===== src/inc/drfu_pkg.sv =====
/*
 * Shared constants and types for the DRAM refresh unit and the external
 * DRAM controller: register indexes, field positions, reset values and
 * the processor bus states.
 * Assumes one clock domain; one clk_in cycle stands for one processor clock.
 */
package drfu_pkg;
   // Register indexes: three contiguous locations
   localparam logic [1:0] DRFU_IDX_BASE = 2'h0;
   localparam logic [1:0] DRFU_IDX_INTERVAL = 2'h1;
   localparam logic [1:0] DRFU_IDX_CONTROL = 2'h2;

   // Field positions and widths
   localparam int DRFU_ENABLE_BIT = 15;
   localparam int DRFU_CNT_W = 9;
   localparam int DRFU_BASE_W = 7;
   localparam int DRFU_ADDR_W = 20;
   localparam int DRFU_REG_W = 16;

   // Values after reset, and the counter's step of one
   localparam logic [8:0] DRFU_CNT_RST = 9'h000;
   localparam logic [8:0] DRFU_INTERVAL_RST = 9'h000;
   localparam logic [6:0] DRFU_BASE_RST = 7'h00;
   localparam logic [8:0] DRFU_ROW_RST = 9'h000;
   localparam logic [8:0] DRFU_CNT_ONE = 9'h001;

   // Fixed refresh address fields
   localparam logic [2:0] DRFU_ZERO_BITS = 3'h0;
   localparam logic DRFU_BIT_ZERO = 1'b1;

   // Data bus version: 1 = 16-bit bus (byte-high enable), 0 = 8-bit (refresh pin)
   localparam logic DRFU_WIDE_BUS = 1'b1;

   // Processor bus states, one clock each
   typedef enum logic [2:0] {
      DRFU_TI,
      DRFU_T1,
      DRFU_T2,
      DRFU_T3,
      DRFU_TW,
      DRFU_T4
   } drfu_bus_state_t;
endpackage : drfu_pkg


===== src/inc/drfu_bus_if.sv =====
/*
 * Processor bus between the refresh-capable processor end and the external
 * DRAM controller end.
 * Assumes both ends run on the same clk_in; no clocking block.
 */
`timescale 1ns/1ps
interface drfu_bus_if;
   import drfu_pkg::*;
   logic [19:0] addr;
   logic byte_high_enable_n; // Refresh indicator pin on the 8-bit version
   logic rd_n;
   drfu_bus_state_t bus_state;
   logic ready;

   modport dev (
      output addr,
      output byte_high_enable_n,
      output rd_n,
      output bus_state,
      input ready
   );

   modport ctl (
      input addr,
      input byte_high_enable_n,
      input rd_n,
      input bus_state,
      output ready
   );
endinterface : drfu_bus_if


===== src/core/drfu_row_lfsr.sv =====
/*
 * Nine-bit feedback shift counter for refresh row addresses.
 * Assumes step_in is a one-cycle pulse from the refresh engine.
 */
`timescale 1ns/1ps
module drfu_row_lfsr
   import drfu_pkg::*;
(
   input wire logic clk_in,
   input wire logic sys_rst_in,
   input wire logic step_in,
   output logic [8:0] row_out
);
   logic [8:0] row_reg;
   logic fb;

   // Maximal taps plus an all-zero patch, so all 512 values are visited
   assign fb = row_reg[8] ^ row_reg[4] ^ (row_reg[7:0] == 8'h00);

   // Row advances only on a completed refresh cycle
   always_ff @(posedge clk_in) begin
      if (sys_rst_in) begin
         row_reg <= DRFU_ROW_RST;
      end else if (step_in) begin
         row_reg <= {row_reg[7:0], fb};
      end
   end

   assign row_out = row_reg;
endmodule : drfu_row_lfsr


===== src/core/drfu_refresh_unit.sv =====
/*
 * Processor end: refresh interval counter, refresh registers, row counter
 * and a bus cycle engine that runs CPU reads and refresh dummy reads,
 * with hold arbitration against an external master.
 * Assumes the register port is driven by the processor's peripheral
 * control block and CPU read requests wait for cpu_done_out.
 */
`timescale 1ns/1ps
// Function
// - Refresh address 19:13 from base register
// - Refresh address 12:10 driven zero
// - Row bits from shift counter, bit0 high
// - Row counter visits all 512 values
// - Controller never routes bit0 to rows
// - Refresh cycle signals like ordinary read
// - 16-bit: byte-high and bit0 high
// - 8-bit: indicator low, bit0 high
// - Controller: row, strobe, column, strobe
// - Row strobe T2, column mux, column strobe T3
// - Column strobe optional on refresh
// - Strobes held through waits, released at T4
// - Base register places refresh on 8K
// - Row wrap never carries into base
// - Down-counter each clock, request at one
// - Enable bit readable, writable, resets zero
// - Low nine bits show live count
// - Disable clears the down-counter
// - Software writes zeros to reserved bits
// - Three contiguous register locations
// - Row advances after completed refresh cycle
// - Requests not queued, row kept
// - Refresh during hold drops acknowledge first
module drfu_refresh_unit
   import drfu_pkg::*;
(
   input wire logic clk_in,
   input wire logic sys_rst_in,
   // Peripheral register port
   input wire logic reg_wr_in,
   input wire logic reg_rd_in,
   input wire logic [1:0] reg_idx_in,
   input wire logic [15:0] reg_wdata_in,
   output logic [15:0] reg_rdata_out,
   // CPU memory read requests
   input wire logic cpu_req_in,
   input wire logic [19:0] cpu_addr_in,
   output logic cpu_done_out,
   // Bus hold arbitration
   input wire logic hold_req_in,
   output logic hold_acknowledge_out,
   // Status
   output logic refresh_pending_out,
   drfu_bus_if.dev bus
);
   typedef enum logic [1:0] {
      DRFU_OWN_NONE,
      DRFU_OWN_CPU,
      DRFU_OWN_REFRESH_INDICATOR_N
   } drfu_owner_t;

   logic [6:0] base_reg;
   logic [8:0] interval_reg;
   logic enable_reg;
   logic [8:0] count_reg;
   logic pending_reg;
   logic [15:0] rdata_reg;
   drfu_bus_state_t state_reg;
   drfu_owner_t owner_reg;
   logic hold_acknowledge_reg;
   logic [19:0] addr_reg;
   logic bhe_reg;
   logic rd_n_reg;
   logic cpu_done_reg;
   logic [8:0] row;
   logic tick;
   logic refresh_indicator_n_done;
   logic bus_free;
   logic [19:0] refresh_indicator_n_addr;
   logic ctl_wr;

   assign ctl_wr = reg_wr_in && (reg_idx_in == DRFU_IDX_CONTROL);
   // Refresh request fires as the count passes one
   assign tick = enable_reg && (count_reg == DRFU_CNT_ONE);
   assign refresh_indicator_n_done = (state_reg == DRFU_T4) && (owner_reg == DRFU_OWN_REFRESH_INDICATOR_N);
   assign bus_free = (state_reg == DRFU_TI) && !hold_acknowledge_reg;

   // Refresh address: base, zero bits, row, bit0 forced high
   assign refresh_indicator_n_addr = {base_reg, DRFU_ZERO_BITS, row, DRFU_BIT_ZERO};

   drfu_row_lfsr u_row (
      .clk_in(clk_in),
      .sys_rst_in(sys_rst_in),
      .step_in(refresh_indicator_n_done),
      .row_out(row)
   );

   // Base and interval registers; the row counter never touches base
   always_ff @(posedge clk_in) begin
      if (sys_rst_in) begin
         base_reg <= DRFU_BASE_RST;
         interval_reg <= DRFU_INTERVAL_RST;
      end else if (reg_wr_in) begin
         if (reg_idx_in == DRFU_IDX_BASE) begin
            base_reg <= reg_wdata_in[DRFU_BASE_W-1:0];
         end
         if (reg_idx_in == DRFU_IDX_INTERVAL) begin
            interval_reg <= reg_wdata_in[DRFU_CNT_W-1:0];
         end
      end
   end

   // Enable bit, writable at any time
   always_ff @(posedge clk_in) begin
      if (sys_rst_in) begin
         enable_reg <= 1'b0;
      end else if (ctl_wr) begin
         enable_reg <= reg_wdata_in[DRFU_ENABLE_BIT];
      end
   end

   // Down-counter runs regardless of bus traffic so spacing stays exact
   always_ff @(posedge clk_in) begin
      if (sys_rst_in) begin
         count_reg <= DRFU_CNT_RST;
      end else if (!enable_reg || (ctl_wr && !reg_wdata_in[DRFU_ENABLE_BIT])) begin
         count_reg <= DRFU_CNT_RST;
      end else if (count_reg == DRFU_CNT_RST || tick) begin
         count_reg <= interval_reg;
      end else begin
         count_reg <= count_reg - DRFU_CNT_ONE;
      end
   end

   // Single pending flag: a new tick simply keeps it set, set beats clear
   always_ff @(posedge clk_in) begin
      if (sys_rst_in) begin
         pending_reg <= 1'b0;
      end else if (tick) begin
         pending_reg <= 1'b1;
      end else if (refresh_indicator_n_done) begin
         pending_reg <= 1'b0;
      end
   end

   // Register read-back; reserved bits read zero
   always_ff @(posedge clk_in) begin
      if (sys_rst_in) begin
         rdata_reg <= 16'h0000;
      end else if (reg_rd_in) begin
         case (reg_idx_in)
            DRFU_IDX_BASE: rdata_reg <= {9'h000, base_reg};
            DRFU_IDX_INTERVAL: rdata_reg <= {7'h00, interval_reg};
            DRFU_IDX_CONTROL: rdata_reg <= {enable_reg, 6'h00, count_reg};
            default: rdata_reg <= 16'h0000;
         endcase
      end
   end

   // Hold acknowledge: dropped when refresh is pending, granted only
   // between cycles, so a hold during refresh waits for T4
   always_ff @(posedge clk_in) begin
      if (sys_rst_in) begin
         hold_acknowledge_reg <= 1'b0;
      end else if (hold_acknowledge_reg) begin
         if (!hold_req_in || pending_reg || tick) begin
            hold_acknowledge_reg <= 1'b0;
         end
      end else if (hold_req_in && !pending_reg && !tick && state_reg == DRFU_TI) begin
         hold_acknowledge_reg <= 1'b1;
      end
   end

   // Bus cycle engine; refresh outranks CPU, and waits for hold removal
   always_ff @(posedge clk_in) begin
      if (sys_rst_in) begin
         state_reg <= DRFU_TI;
         owner_reg <= DRFU_OWN_NONE;
      end else begin
         case (state_reg)
            DRFU_TI: begin
               if (bus_free && pending_reg && !hold_req_in) begin
                  state_reg <= DRFU_T1;
                  owner_reg <= DRFU_OWN_REFRESH_INDICATOR_N;
               end else if (bus_free && !hold_req_in && cpu_req_in && !cpu_done_reg) begin
                  state_reg <= DRFU_T1;
                  owner_reg <= DRFU_OWN_CPU;
               end
            end
            DRFU_T1: state_reg <= DRFU_T2;
            DRFU_T2: state_reg <= DRFU_T3;
            DRFU_T3: state_reg <= bus.ready ? DRFU_T4 : DRFU_TW;
            DRFU_TW: state_reg <= bus.ready ? DRFU_T4 : DRFU_TW;
            DRFU_T4: begin
               state_reg <= DRFU_TI;
               owner_reg <= DRFU_OWN_NONE;
            end
            default: begin
               state_reg <= DRFU_TI;
               owner_reg <= DRFU_OWN_NONE;
            end
         endcase
      end
   end

   // Address and identification pins, latched at cycle start; refresh
   // uses the same read timing, only the identification pins differ
   always_ff @(posedge clk_in) begin
      if (sys_rst_in) begin
         addr_reg <= 20'h00000;
         bhe_reg <= 1'b1;
      end else if (state_reg == DRFU_TI && bus_free && !hold_req_in) begin
         if (pending_reg) begin
            addr_reg <= refresh_indicator_n_addr;
            bhe_reg <= DRFU_WIDE_BUS ? 1'b1 : 1'b0;
         end else if (cpu_req_in && !cpu_done_reg) begin
            addr_reg <= cpu_addr_in;
            bhe_reg <= DRFU_WIDE_BUS ? 1'b0 : 1'b1; // Word read / indicator idle
         end
      end else if (state_reg == DRFU_T4) begin
         bhe_reg <= 1'b1; // Idle level on both versions
      end
   end

   // Read strobe from T2 until T4, same for both cycle kinds
   always_ff @(posedge clk_in) begin
      if (sys_rst_in) begin
         rd_n_reg <= 1'b1;
      end else if (state_reg == DRFU_T1) begin
         rd_n_reg <= 1'b0;
      end else if (state_reg == DRFU_T4) begin
         rd_n_reg <= 1'b1;
      end
   end

   // CPU completion pulse
   always_ff @(posedge clk_in) begin
      if (sys_rst_in) begin
         cpu_done_reg <= 1'b0;
      end else begin
         cpu_done_reg <= (state_reg == DRFU_T4) && (owner_reg == DRFU_OWN_CPU);
      end
   end

   assign bus.addr = addr_reg;
   assign bus.byte_high_enable_n = bhe_reg;
   assign bus.rd_n = rd_n_reg;
   assign bus.bus_state = state_reg;
   assign reg_rdata_out = rdata_reg;
   assign cpu_done_out = cpu_done_reg;
   assign hold_acknowledge_out = hold_acknowledge_reg;
   assign refresh_pending_out = pending_reg;
endmodule : drfu_refresh_unit


===== src/flat_wrapper.sv =====
// flat-port wrapper written by rule: the top's interface ports become plain ports
module drfu_refresh_unit_flat import drfu_pkg::*;
  (clk_in, sys_rst_in, reg_wr_in, reg_rd_in, reg_idx_in, reg_wdata_in, reg_rdata_out, cpu_req_in, cpu_addr_in, cpu_done_out, hold_req_in, hold_acknowledge_out, refresh_pending_out, bus_addr, bus_byte_high_enable_n, bus_rd_n, bus_bus_state, bus_ready);
  drfu_bus_if bus_i ();
  input wire logic clk_in;
  input wire logic sys_rst_in;
  input wire logic reg_wr_in;
  input wire logic reg_rd_in;
  input wire logic [1:0] reg_idx_in;
  input wire logic [15:0] reg_wdata_in;
  output logic [15:0] reg_rdata_out;
  input wire logic cpu_req_in;
  input wire logic [19:0] cpu_addr_in;
  output logic cpu_done_out;
  input wire logic hold_req_in;
  output logic hold_acknowledge_out;
  output logic refresh_pending_out;
  output wire logic [$bits(bus_i.addr)-1:0] bus_addr;
  output wire logic [$bits(bus_i.byte_high_enable_n)-1:0] bus_byte_high_enable_n;
  output wire logic [$bits(bus_i.rd_n)-1:0] bus_rd_n;
  output wire logic [$bits(bus_i.bus_state)-1:0] bus_bus_state;
  input wire logic [$bits(bus_i.ready)-1:0] bus_ready;
  assign bus_addr = bus_i.addr;
  assign bus_byte_high_enable_n = bus_i.byte_high_enable_n;
  assign bus_rd_n = bus_i.rd_n;
  assign bus_bus_state = bus_i.bus_state;
  assign bus_i.ready = bus_ready;
  drfu_refresh_unit u_core (.clk_in(clk_in), .sys_rst_in(sys_rst_in), .reg_wr_in(reg_wr_in), .reg_rd_in(reg_rd_in), .reg_idx_in(reg_idx_in), .reg_wdata_in(reg_wdata_in), .reg_rdata_out(reg_rdata_out), .cpu_req_in(cpu_req_in), .cpu_addr_in(cpu_addr_in), .cpu_done_out(cpu_done_out), .hold_req_in(hold_req_in), .hold_acknowledge_out(hold_acknowledge_out), .refresh_pending_out(refresh_pending_out), .bus(bus_i));
endmodule

===== config.mk =====
export PLATFORM = sky130hd
export DESIGN_NAME = drfu_refresh_unit_flat
export DESIGN_NICKNAME = d
export VERILOG_FILES = /design/src/inc/drfu_pkg.sv /design/src/inc/drfu_bus_if.sv /design/src/core/drfu_row_lfsr.sv /design/src/core/drfu_refresh_unit.sv /design/src/flat_wrapper.sv
export SDC_FILE = /design/constraint.sdc
export NUM_CORES = 1
export LEC_CHECK = 0
export BUFFER_PORTS_ARGS = -buffer_cell sky130_fd_sc_hd__buf_2
export CAP_MARGIN = 5
export CORE_ASPECT_RATIO = 0.8
export CORE_MARGIN = 3
export CORE_UTILIZATION = 50
export DETAILED_ROUTE_END_ITERATION = 8
export GPL_ROUTABILITY_DRIVEN = 0
export HOLD_SLACK_MARGIN = 0.12
export PLACE_DENSITY = 0.75
export SKIP_LAST_GASP = 1
export SYNTH_ARGS = -nofsm -noshare
export SYNTH_HDL_FRONTEND = slang
export SYNTH_HIERARCHICAL = 1
export SYNTH_SLANG_ARGS = --single-unit

===== constraint.sdc =====
create_clock -name clk_in -period 3.7 [get_ports clk_in]
set_clock_uncertainty 0.2 [all_clocks]
set_input_delay 0.185 -clock clk_in [delete_from_list [all_inputs] [get_ports clk_in]]
set_output_delay 0.185 -clock clk_in [all_outputs]
set_load 0.005 [all_outputs]

==> results.txt <==
----------------------------------------------------
[Placement]
  Number of port buffers ... 76
  Post-placement worst setup slack ... 1270 ps
  Cell total after placement ... 500
  Hpwl dp ... 5240 µm

[Route]
  Met1 WL ... 3720 µm
  Routed vias/inst ... 5.33
  Via Count ... 2,958
  Overall routed net length ... 7980 µm
  DR pass1 iterations ... 4
  Top layer reached by signal wires ... met4
  Number of DRC markers in iteration 0 ... 163
  Routed wl met2 ... 3590 µm
  DRC viols ... 0
  WL per Instance ... 14.4 µm
  Total met3 wirelength after detailed routing ... 591 µm
  Antenna violation net count after detailed routing ... 0

[Outcome]
  Result of the run ... completed

[Min path]
  Endpoint, Worst Hold ... u_core/cpu_done_out
  Worst min-delay path category ... reg2reg
  Worst Hold Depth ... 1
  Startpoint of the worst hold path ... u_core/owner_reg[1]

[Final layout]
  Combined flip-flop and latch cell area ... 1500 µm²
  Commonest cells after routing, fill and taps aside ... 76 x sky130_fd_sc_hd__buf_2, 75 x sky130_fd_sc_hd__dfxtp_1, 63 x sky130_fd_sc_hd__nor2_1
  Number of fill cells ... 514
  Share of final-layout standard cells stronger than drive strength 1 ... 0.209
  Total area of multi-input combinational cells ... 1600 µm²
  Flip-flop count of the largest register, all copies and words added ... 20
  Final cell utilization of the core ... 0.692
  Diode insertion count for antenna repair ... 0
  Non-filler instance count after layout ... 555
  Post-layout net count ... 518
  Signed area change from the synthesized netlist to the final layout ... 29.5%
  Most common library cell in the layout ignoring fill and taps ... sky130_fd_sc_hd__buf_2

[Floorplanning]
  Core area ... 6130 µm²
  Total die area ... 7570 µm²
  Standard-cell rows ... 25
  Horizontal die dimension ... 96.5 µm
  Initial Utilization ... 0.534
  Vertical die dimension ... 78.4 µm
  Boundary pin count ... 89

[Power and ir drop]
  Leak pwr ... 1.70 nW
  Power per cell area ... 433 nW/µm²
  Largest voltage drop on the vdd net ... 0.281 mV
  Total power consumption of the routed design ... 0.00184 W

[Global route]
  Maximum number of pins on one net before global-route repair ... 38
  Total routing usage reported by global routing ... 0.216
  Total grt overflow ... 0
  First-pass GRT wire length ... 12,800 µm
  Via count of the first global-routing pass ... 2,739
  Initial antenna violation count ... 0

[Timing]
  Pin slew with the least headroom to its limit ... 1080 ps
  Total negative slack ... 0 ps
  Crit path setup slack, layout ... 1240 ps
  Final Setup Violations ... 0
  Timing-limited maximum frequency ... 0.407 GHz
  Final count of pins violating max slew ... 0
  Ratio of final minimum period to clock period ... 0.665
  Slew headroom ... 0.283
  Count of endpoints failing hold in the final timing report ... 0
  RSZ-0062 raised after global routing ... no
  Final period demand of the worst path ... 2460 ps

[Synth]
  Post-synthesis instance area ... 3280 µm²
  Synth warn ... 6
  Post-synth top area share ... 0.458
  Cell variety after synth ... 43
  Cell type contributing the most total cell area after synthesis ... sky130_fd_sc_hd__dfxtp_1
  Top post-synthesis cells by area ... sky130_fd_sc_hd__dfxtp_1 46%, sky130_fd_sc_hd__mux2i_1 12%, sky130_fd_sc_hd__a211oi_1 7.6%, sky130_fd_sc_hd__nor2_1 7.2%, sky130_fd_sc_hd__a21oi_1 4.1%
  Cells after synthesis ... 366
  Sequential share of the synthesized area ... 0.458
  Top_reg_cell synth ... sky130_fd_sc_hd__dfxtp_1
  Total of flip-flops plus latches after synthesis ... 75
  EDFF count, synth ... 0
  Fraction of registers with async set/reset ... 0
  Mean instance size in the synthesized netlist ... 8.95 µm²

[Clock tree]
  Longest Clk Path Bufs ... 2
  Sink Count ... 75
  Level count of the clock H-tree ... 3
  CTS Root Buffer Type ... sky130_fd_sc_hd__clkbuf_8
  Number of buffers added by the clock tree synthesis step ... 9
  TritonCTS clock tree ... built
  Number of instances resized during post-cts repair ... 0
  Clock network latency to the later pin of the worst-skew pair ... 350 ps
  Clock slew seen by the registers of the worst setup and hold paths ... 80 ps

[Setup path]
  Required time of the worst setup path ... 3760 ps
  Startpoint Class ... register
  Kind of critical path ... reg2reg
  Worst Setup End Kind ... register
  Data arrival, critical path ... 2520 ps
  Flop-to-flop setup slack ... 1240 ps
  Worst R2R Path Depth ... 4
  Highest net fanout along the worst path ... 37
  Worst r2r src ... u_core/bus.bus_state[0]
  End of the worst register-to-register path ... u_core/bus.addr[2]

[Job]
  Max-cap viol count ... 0

----------------------------------------------------
[synthesized netlist by cell type, types with 2 or more instances]
master and n:
sky130_fd_sc_hd__inv_1 7, sky130_fd_sc_hd__a22oi_1 2, sky130_fd_sc_hd__xnor2_1 7, sky130_fd_sc_hd__a21oi_1 27, sky130_fd_sc_hd__nor2_1 63, sky130_fd_sc_hd__clkbuf_1 18
sky130_fd_sc_hd__nor3b_1 2, sky130_fd_sc_hd__nand2_1 19, sky130_fd_sc_hd__buf_2 4, sky130_fd_sc_hd__ha_1 3, sky130_fd_sc_hd__dfxtp_1 75, sky130_fd_sc_hd__o21ai_0 4
sky130_fd_sc_hd__nand3_1 18, sky130_fd_sc_hd__buf_4 7, sky130_fd_sc_hd__a211oi_1 33, sky130_fd_sc_hd__nor4_1 2, sky130_fd_sc_hd__nor3_1 5, sky130_fd_sc_hd__nor2b_1 7
sky130_fd_sc_hd__mux2i_1 39
[critical path: stages (launching register included)]
cell                       delay [ps]
sky130_fd_sc_hd__dfxtp_1          410
sky130_fd_sc_hd__nor3_1           440
sky130_fd_sc_hd__o211a_1          950
sky130_fd_sc_hd__nor2_1           100
sky130_fd_sc_hd__a211oi_1         250
[kinds of logic (layout without fill, tap and decap cells)]
| group | after synthesis | after routing | synth area share |
|---|---|---|---|
| AO/OA/AOI/OAI | 75 | 75 | 0.151 |
| adder cells (fa/ha/maj) | 3 | 3 | 0.0115 |
| flip-flops | 75 | 75 | 0.458 |
| other | 1 | 6 | 0.00114 |
| AND/OR/NAND/NOR | 126 | 126 | 0.178 |
| buffers and inverters | 39 | 142 | 0.0599 |
| XOR/XNOR | 8 | 8 | 0.0214 |
| multiplexers | 39 | 39 | 0.119 |
[through the flow]
step	instance area, µm²	hold slack, ps
after floorplan	3300	132
after global placement	3640	236
after detailed placement	3640	238
after CTS	4240	250
after global routing	4240	258
final	4240	248
[layer usage]
metal,vias up,track usage
li1,1492,-
met5,-,0
met2,93,0.329
met4,0,0.0686
met1,1364,0.292
met3,9,0.0642
[power breakdown]
| part | leakage [nW] | switching (W) | internal [W] | total [W] |
|---|---|---|---|---|
| combinational | 0.979 | 0.000138 | 0.000133 | 0.000272 |
| clock | 0.106 | 0.000292 | 0.000375 | 0.000667 |
| sequential | 0.611 | 0.0000379 | 0.000860 | 0.000898 |
[cell type report]
class	instances	area share
Multi-Input combinational cell	257	0.376
Timing Repair Buffer	120	0.191
Inverter	7	0.00619
Sequential cell	75	0.354
Clock buffer	10	0.0301
Clock inverter	5	0.0186
Tap cell	81	0.0239
[what timing repair did]
item,4_1_cts,5_1_grt
hold endpoints to repair,53,0
hold buffers,40,0
setup buffers,0,0
[worst max path at each step]
stage | end | slack, ps | startpoint | cells past startpoint
CTS | u_core/bus.addr[2] | 1250 | u_core/bus.bus_state[0] | 4
detailed placement | u_core/bus.addr[2] | 1270 | u_core/bus.bus_state[0] | 4
global route | u_core/bus.addr[2] | 1010 | u_core/bus.bus_state[0] | 4
floorplan | u_core/count_reg[0] | 1730 | u_core/count_reg[7] | 5
global placement | u_core/bus.addr[17] | 1380 | u_core/bus.bus_state[0] | 4
finish | u_core/bus.addr[2] | 1240 | u_core/bus.bus_state[0] | 4
Note: power is estimated with default switching activity, not from simulation.
